`config.mk`:
```
export PLATFORM = sky130hd
export DESIGN_NAME = psm_ctrl
export DESIGN_NICKNAME = d
export VERILOG_FILES = /design/src/core/psm_sync.v /design/src/core/psm_ctrl.v
export VERILOG_INCLUDE_DIRS = /design/src /design/src/core
export SDC_FILE = /design/constraint.sdc
export NUM_CORES = 1
export LEC_CHECK = 0
export ABC_AREA = 1
export BUFFER_PORTS_ARGS = -buffer_cell sky130_fd_sc_hd__buf_4
export CAP_MARGIN = 30
export CELL_PAD_IN_SITES_DETAIL_PLACEMENT = 1
export CELL_PAD_IN_SITES_GLOBAL_PLACEMENT = 2
export CORE_UTILIZATION = 31
export DETAILED_ROUTE_END_ITERATION = 10
export GPL_ROUTABILITY_DRIVEN = 0
export GPL_TIMING_DRIVEN = 0
export PLACE_DENSITY = 0.81
export SLEW_MARGIN = 20
export SYNTH_ARGS = -nofsm -noshare
export SYNTH_HDL_FRONTEND = slang
export SYNTH_SLANG_ARGS = --single-unit
export TNS_END_PERCENT = 100
```
`constraint.sdc`:
```
create_clock -name i_clk -period 2.1 [get_ports i_clk]
set_input_delay 0.42 -clock i_clk [delete_from_list [all_inputs] [get_ports i_clk]]
set_output_delay 0.42 -clock i_clk [all_outputs]
set_load 0.02 [all_outputs]
```
`src/core/psm_consts.vh`:
```
`ifndef PSM_CONSTS_VH
`define PSM_CONSTS_VH

// ----------------------------------------
// Register offsets (indices of the port)
// ----------------------------------------
`define PSM_ADDR_CTRL 4'h0
`define PSM_ADDR_STAT 4'h1
`define PSM_ADDR_WDT 4'h2
`define PSM_ADDR_CFG 4'h3

// ----------------------------------------
// Control register fields
// ----------------------------------------
`define PSM_CTRL_IDLE 7
`define PSM_CTRL_EN 6
`define PSM_CTRL_ROI 5
`define PSM_CTRL_DOE 4
`define PSM_CTRL_RATIO_HI 2
`define PSM_CTRL_RATIO_LO 0
`define PSM_CTRL_RST 8'h00

// ----------------------------------------
// Status and config fields
// ----------------------------------------
`define PSM_STAT_PD 0
`define PSM_STAT_TO_N 1
`define PSM_STAT_SLEEP 2
`define PSM_STAT_IDLE 3
`define PSM_CFG_WDT_SLP 0
`define PSM_CFG_ADC_DED 1

// ----------------------------------------
// Widths and timing
// ----------------------------------------
`define PSM_WDT_W 16
`define PSM_DIV_W 8
`define PSM_LFOSC_HZ 31000
`define PSM_SYS_HZ 100000000
`define PSM_ISR_VECTOR 16'h0004

`endif

```
`src/core/psm_sync.v`:
```
`timescale 1ns/1ps

// Three-stage input synchroniser with agreement on last two stages
module psm_sync (
    // Clock and reset
    input wire i_clk,
    input wire i_rst_n,
    // Asynchronous input
    input wire i_async,
    // Filtered level
    output reg o_level
);
    reg s1_q;
    reg s2_q;
    reg s3_q;

    // ----------------------------------------
    // Sync chain
    // ----------------------------------------
    // First stage feeds only the second, for metastability
    always @(posedge i_clk or negedge i_rst_n) begin
        if (!i_rst_n) begin
            s1_q <= 1'b0;
            s2_q <= 1'b0;
            s3_q <= 1'b0;
            o_level <= 1'b0;
        end else begin
            s1_q <= i_async;
            s2_q <= s1_q;
            s3_q <= s2_q;
            if (s2_q == s3_q) begin
                o_level <= s3_q;
            end
        end
    end
endmodule // psm_sync

```
`src/core/psm_ctrl.v`:
```
`timescale 1ns/1ps
`include "psm_consts.vh"

// Functional notes
// - Reduced-rate enable: one CPU cycle per N; code 100 gives 1:32.
// - Ratio code 001 gives 1:4, one active then three idle.
// - Reduced rate gates CPU and program memory only; oscillators run.
// - Peripherals keep full system clock during the unused CPU cycles.
// - Program memory prefetches the next instruction in the active cycle.
// - Interrupt entry, rate disabled: re-enter bit copies enable; full speed.
// - Enabled, recover clear: copy enable to re-enter bit; handler stays slow.
// - Enabled, recover set: copy enable to re-enter bit, then clear enable.
// - Recovering: finish multi-cycle instruction before fetching vector 0004h.
// - Prefetched instruction clearing global enable: no interrupt, still full speed.
// - Halt with idle-select clear enters sleep; set enters idle.
// - Sleep entry clears watchdog; it counts in sleep only if configured.
// - Sleep entry clears power-down flag and sets timeout flag.
// - Low, high frequency and secondary oscillators keep running in sleep.
// - Converter on dedicated osc continues; on system clock it aborts, result invalid.
// - I/O ports hold pre-halt drive in sleep unless async peripheral drives.
// - Resets other than watchdog keep working during sleep.
// - Idle halts CPU and program memory; peripheral clocks run.
// - Enabled interrupt wakes from sleep regardless of global enable.
// - Watchdog count cleared on every wake-up from sleep.
module psm_ctrl (
    // Clock and reset
    input wire i_clk,
    input wire i_rst_n,
    // Register port
    input wire [3:0] i_addr,
    input wire [7:0] i_wdata,
    input wire i_wr,
    input wire i_rd,
    output reg [7:0] o_rdata,
    // CPU sequencer side
    input wire i_halt_exec,
    input wire i_irq_entry,
    input wire i_multi_busy,
    input wire i_prefetch_gie_clr,
    input wire i_irq_pending,
    input wire i_gie,
    input wire i_wdt_clear,
    // Asynchronous pins and peripheral state
    input wire i_wake_irq_pin,
    input wire i_ext_reset_n,
    input wire i_conv_busy,
    input wire [7:0] i_port_out,
    input wire [7:0] i_port_oe,
    input wire [7:0] i_async_drive,
    input wire [7:0] i_async_out,
    input wire [7:0] i_async_oe,
    // CPU and memory gating
    output wire o_cpu_cycle_en,
    output wire o_pfm_fetch_en,
    output reg o_vector_fetch,
    output reg [15:0] o_vector_addr,
    output reg o_irq_take,
    // Clocks and oscillators
    output wire o_periph_clk_en,
    output wire o_sys_clk_en,
    output wire o_lfosc_en,
    output wire o_hfosc_en,
    output wire o_secondary_osc_en,
    // Converter control
    output reg o_conv_abort,
    output reg o_conv_result_valid,
    // Ports held in sleep
    output reg [7:0] o_pin_out,
    output reg [7:0] o_pin_oe,
    // Watchdog and resets
    output reg o_wdt_reset,
    output wire o_reset_req
);
    // Power states
    localparam [1:0] ST_RUN = 2'b00;
    localparam [1:0] ST_SLEEP = 2'b01;
    localparam [1:0] ST_IDLE = 2'b10;

    reg [1:0] state_q;
    reg [7:0] ctrl_q;
    reg [7:0] ctrl_d;
    reg [1:0] cfg_q;
    reg pd_q;
    reg to_n_q;
    reg [`PSM_WDT_W-1:0] wdt_q;
    reg [`PSM_DIV_W-1:0] div_q;
    reg recover_q;
    reg [7:0] hold_out_q;
    reg [7:0] hold_oe_q;
    wire wake_pin;
    wire ext_rst_s;
    wire wake;
    wire active_slot;

    // Ratio code to last divider count N-1; 4-bit shift so code 111 reaches 255
    function [`PSM_DIV_W-1:0] ratio_n;
        input [2:0] code;
        begin
            ratio_n = ~(8'hFF << (code + 4'h1));
        end
    endfunction

    // Address decode shared by read and write paths
    function hit;
        input [3:0] a;
        input [3:0] b;
        begin
            hit = (a == b);
        end
    endfunction

    // ----------------------------------------
    // Input synchronisers
    // ----------------------------------------
    psm_sync u_sync_wake (
        .i_clk(i_clk),
        .i_rst_n(i_rst_n),
        .i_async(i_wake_irq_pin),
        .o_level(wake_pin)
    );

    psm_sync u_sync_rst (
        .i_clk(i_clk),
        .i_rst_n(i_rst_n),
        .i_async(~i_ext_reset_n),
        .o_level(ext_rst_s)
    );

    // External reset honoured in every state
    assign o_reset_req = ext_rst_s;

    // Wake on enabled interrupt, global enable ignored
    assign wake = i_irq_pending | wake_pin;

    // ----------------------------------------
    // Rate divider
    // ----------------------------------------
    // One slot per N cycles when enabled
    assign active_slot = ~ctrl_q[`PSM_CTRL_EN] | (div_q == 8'h00);

    // Counter wraps at N-1, code 001 gives four
    always @(posedge i_clk or negedge i_rst_n) begin
        if (!i_rst_n) begin
            div_q <= 8'h00;
        end else if (!ctrl_q[`PSM_CTRL_EN] || state_q != ST_RUN) begin
            div_q <= 8'h00;
        end else if (div_q >= ratio_n(ctrl_q[`PSM_CTRL_RATIO_HI:`PSM_CTRL_RATIO_LO])) begin
            div_q <= 8'h00;
        end else begin
            div_q <= div_q + 8'h01;
        end
    end

    // Gate only CPU and memory; idle stops both
    assign o_cpu_cycle_en = (state_q == ST_RUN) & active_slot;
    // Prefetch follows the active CPU slot
    assign o_pfm_fetch_en = (state_q == ST_RUN) & active_slot;
    // Peripherals run in run and idle at full rate
    assign o_periph_clk_en = (state_q != ST_SLEEP);
    // System clock stopped in full sleep
    assign o_sys_clk_en = (state_q != ST_SLEEP);
    assign o_lfosc_en = 1'b1;
    assign o_hfosc_en = 1'b1;
    assign o_secondary_osc_en = 1'b1;

    // ----------------------------------------
    // Control register and interrupt entry
    // ----------------------------------------
    // Software write first, then hardware update overrides its fields
    always @* begin
        ctrl_d = ctrl_q;
        if (i_wr && hit(i_addr, `PSM_ADDR_CTRL)) begin
            // Re-enter bit stays writable in handler
            ctrl_d = {i_wdata[7:4], 1'b0, i_wdata[2:0]};
        end
        if (i_irq_entry) begin
            ctrl_d[`PSM_CTRL_DOE] = ctrl_q[`PSM_CTRL_EN];
            if (ctrl_q[`PSM_CTRL_ROI]) begin
                ctrl_d[`PSM_CTRL_EN] = 1'b0;
            end
        end
        // Global enable cleared by prefetch still drops rate
        if (recover_q && i_prefetch_gie_clr) begin
            ctrl_d[`PSM_CTRL_EN] = 1'b0;
        end
    end

    always @(posedge i_clk or negedge i_rst_n) begin
        if (!i_rst_n) begin
            ctrl_q <= `PSM_CTRL_RST;
        end else begin
            ctrl_q <= ctrl_d;
        end
    end

    // ----------------------------------------
    // Vector fetch after recovery
    // ----------------------------------------
    // Recovery waits on busy so a multi-cycle op is never split
    always @(posedge i_clk or negedge i_rst_n) begin
        if (!i_rst_n) begin
            recover_q <= 1'b0;
            o_vector_fetch <= 1'b0;
            o_vector_addr <= 16'h0000;
            o_irq_take <= 1'b0;
        end else begin
            o_vector_fetch <= 1'b0;
            o_irq_take <= 1'b0;
            if (i_irq_pending && ctrl_q[`PSM_CTRL_EN] && ctrl_q[`PSM_CTRL_ROI]
                && state_q == ST_RUN && !o_irq_take && !i_irq_entry) begin // One take per entry
                recover_q <= 1'b1;
            end
            // Vector only after multi-cycle op done
            if (recover_q && !i_multi_busy) begin
                recover_q <= 1'b0;
                // No vector when global enable drops
                if (i_gie && !i_prefetch_gie_clr) begin
                    o_vector_fetch <= 1'b1;
                    o_vector_addr <= `PSM_ISR_VECTOR;
                    o_irq_take <= 1'b1;
                end
            end
        end
    end

    // ----------------------------------------
    // Power state machine
    // ----------------------------------------
    always @(posedge i_clk or negedge i_rst_n) begin
        if (!i_rst_n) begin
            state_q <= ST_RUN;
        end else begin
            case (state_q)
                ST_RUN: begin
                    if (i_halt_exec) begin
                        state_q <= ctrl_q[`PSM_CTRL_IDLE] ? ST_IDLE : ST_SLEEP;
                    end
                end
                ST_SLEEP: begin
                    if (wake) begin
                        state_q <= ST_RUN;
                    end
                end
                ST_IDLE: begin
                    if (wake) begin
                        state_q <= ST_RUN;
                    end
                end
                default: begin
                    state_q <= ST_RUN;
                end
            endcase
        end
    end

    // ----------------------------------------
    // Status flags and watchdog
    // ----------------------------------------
    // Watchdog stands still in sleep unless configured to run
    always @(posedge i_clk or negedge i_rst_n) begin
        if (!i_rst_n) begin
            pd_q <= 1'b1;
            to_n_q <= 1'b1;
            wdt_q <= 16'h0000;
            o_wdt_reset <= 1'b0;
        end else begin
            o_wdt_reset <= 1'b0;
            if (state_q == ST_RUN && i_halt_exec && !ctrl_q[`PSM_CTRL_IDLE]) begin
                pd_q <= 1'b0;
                to_n_q <= 1'b1;
                wdt_q <= 16'h0000;
            end else if (state_q == ST_SLEEP && wake) begin
                wdt_q <= 16'h0000;
            end else if (i_wdt_clear) begin
                wdt_q <= 16'h0000;
            end else if (state_q != ST_SLEEP || cfg_q[`PSM_CFG_WDT_SLP]) begin
                // Count in sleep only when enabled
                if (wdt_q == 16'hFFFF) begin
                    // Watchdog is the one reset sleep suppresses
                    o_wdt_reset <= (state_q == ST_RUN);
                    to_n_q <= (state_q == ST_RUN) ? 1'b0 : to_n_q;
                    wdt_q <= 16'h0000;
                end else begin
                    wdt_q <= wdt_q + 16'h0001;
                end
            end
        end
    end

    // ----------------------------------------
    // Converter and ports in sleep
    // ----------------------------------------
    always @(posedge i_clk or negedge i_rst_n) begin
        if (!i_rst_n) begin
            o_conv_abort <= 1'b0;
            o_conv_result_valid <= 1'b1;
            hold_out_q <= 8'h00;
            hold_oe_q <= 8'h00;
        end else begin
            o_conv_abort <= 1'b0;
            if (state_q == ST_RUN && i_halt_exec && !ctrl_q[`PSM_CTRL_IDLE]) begin
                if (i_conv_busy && !cfg_q[`PSM_CFG_ADC_DED]) begin
                    o_conv_abort <= 1'b1;
                    o_conv_result_valid <= 1'b0;
                end
                hold_out_q <= i_port_out;
                hold_oe_q <= i_port_oe;
            end else if (i_conv_busy && state_q == ST_RUN) begin
                o_conv_result_valid <= 1'b1;
            end
        end
    end

    // Async peripheral overrides held value per pin
    always @(posedge i_clk or negedge i_rst_n) begin
        if (!i_rst_n) begin
            o_pin_out <= 8'h00;
            o_pin_oe <= 8'h00;
        end else if (state_q == ST_SLEEP) begin
            o_pin_out <= (hold_out_q & ~i_async_drive) | (i_async_out & i_async_drive);
            o_pin_oe <= (hold_oe_q & ~i_async_drive) | (i_async_oe & i_async_drive);
        end else begin
            o_pin_out <= i_port_out;
            o_pin_oe <= i_port_oe;
        end
    end

    // ----------------------------------------
    // Config writes and read port
    // ----------------------------------------
    always @(posedge i_clk or negedge i_rst_n) begin
        if (!i_rst_n) begin
            cfg_q <= 2'b00;
            o_rdata <= 8'h00;
        end else begin
            if (i_wr && hit(i_addr, `PSM_ADDR_CFG)) begin
                cfg_q <= i_wdata[1:0];
            end
            o_rdata <= 8'h00;
            if (i_rd) begin
                if (hit(i_addr, `PSM_ADDR_CTRL)) begin
                    o_rdata <= ctrl_q;
                end else if (hit(i_addr, `PSM_ADDR_STAT)) begin
                    o_rdata <= {4'h0, state_q == ST_IDLE, state_q == ST_SLEEP, to_n_q, pd_q};
                end else if (hit(i_addr, `PSM_ADDR_WDT)) begin
                    o_rdata <= wdt_q[15:8];
                end else if (hit(i_addr, `PSM_ADDR_CFG)) begin
                    o_rdata <= {6'h00, cfg_q};
                end
            end
        end
    end
endmodule // psm_ctrl

```
==> run metrics <==
Post-Synthesis Cell Area between 0.004 and 0.005 sq mm; Least-Margin Pin Slew roughly 0.85 ns; Main synth FF type dfrtp_1; Syn Area/Cell around 8.4 sq um; slowest stage cell, crit path dfrtp_2; CP top delay family simple AND/OR/NAND/NOR gates; Root Buffer clkbuf_16; FF-to-FF setup slack 0.06 ns; Post-DRT Antenna Nets 0; first-pass GRT wire length between 20,000 and 25,000 um; cells along the critical path ha_4 > xnor2_2 > inv_2 > nor2_2 > nand2_1 > ha_1 > inv_1 > a21boi_1 > o21bai_1 > nand2_1 > nand2_2 > nand2_4 > nor2_1; slowest stage delay, CP around 0.45 ns; share of async-settable or async-resettable flops after synthesis 100%; CTS max path bufs 2; n_diodes 0; Num CTS Buffers 9; DRT iter0 DRCs 134; initial antenna violation count 0; nets@finish 770; #FFs+latches synth 91; CTS Sinks 91; CTS tree built; maximum vdd drop around 0.0006 V; distinct cell type count after synthesis 37; Post-DP HPWL 9840 um; RSZ-0062 raised after global routing true; Filler cells 1,735; Cells after Synth 555; Worst setup EP type register; # IOs roughly 120; row cnt 44; WP data required 2.38 ns; EDFF count, synth 0; Max Cap Viol 0; DR vias/cell 4.68; RR Startpoint ctrl_q[1]$_DFFE_PN0P_; clk slew on worst S/H paths ~0.060 ns; die area about 0.015 sq mm; vias after detailed routing 4,101; GRT Overall Usage 18.1%; I/O Buffers just under 100; final slew viol count 0; Yosys warnings 0; Crit path top cell by count nand2_1; R2R depth 13; Final Power between 6 and 7 mW; fin crit period 2.04 ns; fin crit share 97.3%; Core Area 0.0146 sq mm; Starting Density a little under a third; GR Overflow Total 0; Max-slew headroom 43.3%; terminus of the critical flop-to-flop path div_q[4]$_DFF_PN0_; largest net degree at the start of global routing 92; Buf/Inv on CP 2; CP Launch Type register; worst hold path type in2async; die height 124 um; CP Max Fanout 8; static leakage 3.06 nW; final setup vio count 0; share of post-route cells with drive strength above 1 ~28%; Die X-Extent 124 um; status complete, no violations; WHS 0.157 ns; Fmax achieved 490 MHz; DRT Wirelength 13,400 um; sequential fraction of the synthesis area 49.2%; worst-skew pair later-pin latency around 0.34 ns; H-tree depth 3; Final Hold Fails 0; wire per inst 15.2 um; Worst Path Arrival 2.32 ns; detailed-route DRC error count 0; Final Core Density 42.1%; WS Path Type reg2reg; pwr/cell area a little over 1000 mW/mm^2; TritonRoute pass-1 iters 4; number of global-route vias before repair between 4,000 and 5,000; Setup TNS 0 ns; Syn-to-layout area delta 32.4%; Max Clock Skew about 0.0042 ns
[worst max-delay path by stage]
stage,start,to,slack (ns),cells past startpoint
finish,ctrl_q[1]$_DFFE_PN0P_,div_q[4]$_DFF_PN0_,0.06,13
CTS,div_q[0]$_DFF_PN0_,o_pfm_fetch_en,-0.02,7
floorplan,ctrl_q[0]$_DFFE_PN0P_,div_q[7]$_DFF_PN0_,0.26,13
global placement,ctrl_q[0]$_DFFE_PN0P_,div_q[7]$_DFF_PN0_,0.03,13
detailed placement,ctrl_q[1]$_DFFE_PN0P_,div_q[7]$_DFF_PN0_,-0.03,13
global route,ctrl_q[1]$_DFFE_PN0P_,div_q[4]$_DFF_PN0_,-0.12,13
[placed cells by master (no fill, tap or decap), types with 3 or more instances in the layout]
cell / instances
nand2_2: 6
buf_6: 6
nor4_1: 3
nand2_1: 106
o211ai_1: 3
xor2_1: 5
o21ai_2: 3
clkbuf_1: 7
nor2_1: 56
a21oi_1: 12
ha_1: 13
inv_2: 6
clkbuf_16: 9
o21ai_1: 5
o22ai_1: 17
o21ai_0: 50
inv_1: 70
nand4_1: 7
dfrtp_1: 86
dfstp_2: 3
buf_4: 126
nor2_2: 14
conb_1: 18
nand3_1: 27
[layout make-up]
cell class,instances,area (sq um),area share [%]
sequential,91,2280,37.2
multi-input combinational,372,1980,32.3
timing repair buffer,107,811,13.2
inverter,76,285,4.64
clock buffer,14,264,4.30
tap,184,230,3.75
buffer,31,228,3.71
clock inverter,2,60.1,0.977
[flip-flops by register name (all words and copies together), names as in the netlist, 2 cells and up]
name and count:
hold_oe_q 8, o_pin_oe 8, o_pin_out 8, wdt_q 16
ctrl_q 7, o_rdata 8, cfg_q 2, div_q 8
state_q 2, hold_out_q 8
[through the flow]
step / area (sq um) / std cells / setup WS [ns]
after floorplan: 4700 / 571 / 0.262
after global placement: 5670 / 854 / 0.0263
after detailed placement: 5680 / 854 / -0.0316
after CTS: 6040 / 872 / -0.0175
after global routing: 6140 / 877 / -0.123
final: 6140 / 877 / 0.0572
[kinds of logic after synthesis]
kind of cell | Yosys count | share of synthesized area, %
simple gates | 230 | 21.5
buf+inv | 108 | 11.2
compound gates | 98 | 11.7
flops | 91 | 49.2
fa+ha+maj | 18 | 4.75
xor+xnor | 8 | 1.51
other cells | 2 | 0.162
[where the power goes]
| group | internal (mW) | leakage (nW) | total (mW) | switching, mW |
|---|---|---|---|---|
| Combinational | 0.876 | 1.74 | 2.18 | 1.30 |
| Sequential | 2.16 | 1.16 | 2.39 | 0.232 |
| Clock | 1.11 | 0.157 | 1.78 | 0.667 |
[synthesized netlist by cell type (4+ instances only)]
cell / n / area (sq um)
o21ai_0: 50 / 250
nor2_1: 61 / 229
xor2_1: 5 / 43.8
nor4_1: 4 / 25.0
buf_6: 4 / 45.0
buf_4: 22 / 165
o22ai_1: 17 / 106
a21oi_1: 14 / 70.1
clkbuf_1: 4 / 15.0
nor2_2: 9 / 56.3
nand2_1: 107 / 402
nand4_1: 7 / 43.8
nand2_2: 6 / 37.5
dfrtp_1: 88 / 2200
inv_1: 73 / 274
nand3_1: 27 / 135
o21ai_1: 5 / 25.0
ha_1: 16 / 200
[layer usage]
| layer | GRT usage [%] | up-vias | part of all wire [%] |
|---|---|---|---|
| met5 | 0 | - | 0 |
| met4 | 5.74 | 0 | 1.4 |
| met3 | 5.46 | 14 | 6.5 |
| met2 | 29.7 | 105 | 48 |
| met1 | 22.6 | 1968 | 44 |
| li1 | - | 2014 | - |
[repair_timing]
action,CTS,global route
resized for setup,8,18
pin swaps,2,7
endpoints found under the setup margin,10,9
buffers inserted,2,6
hold buffers,0,0
gates cloned,0,0
No activity file was read; power rests on OpenSTA's default activity.
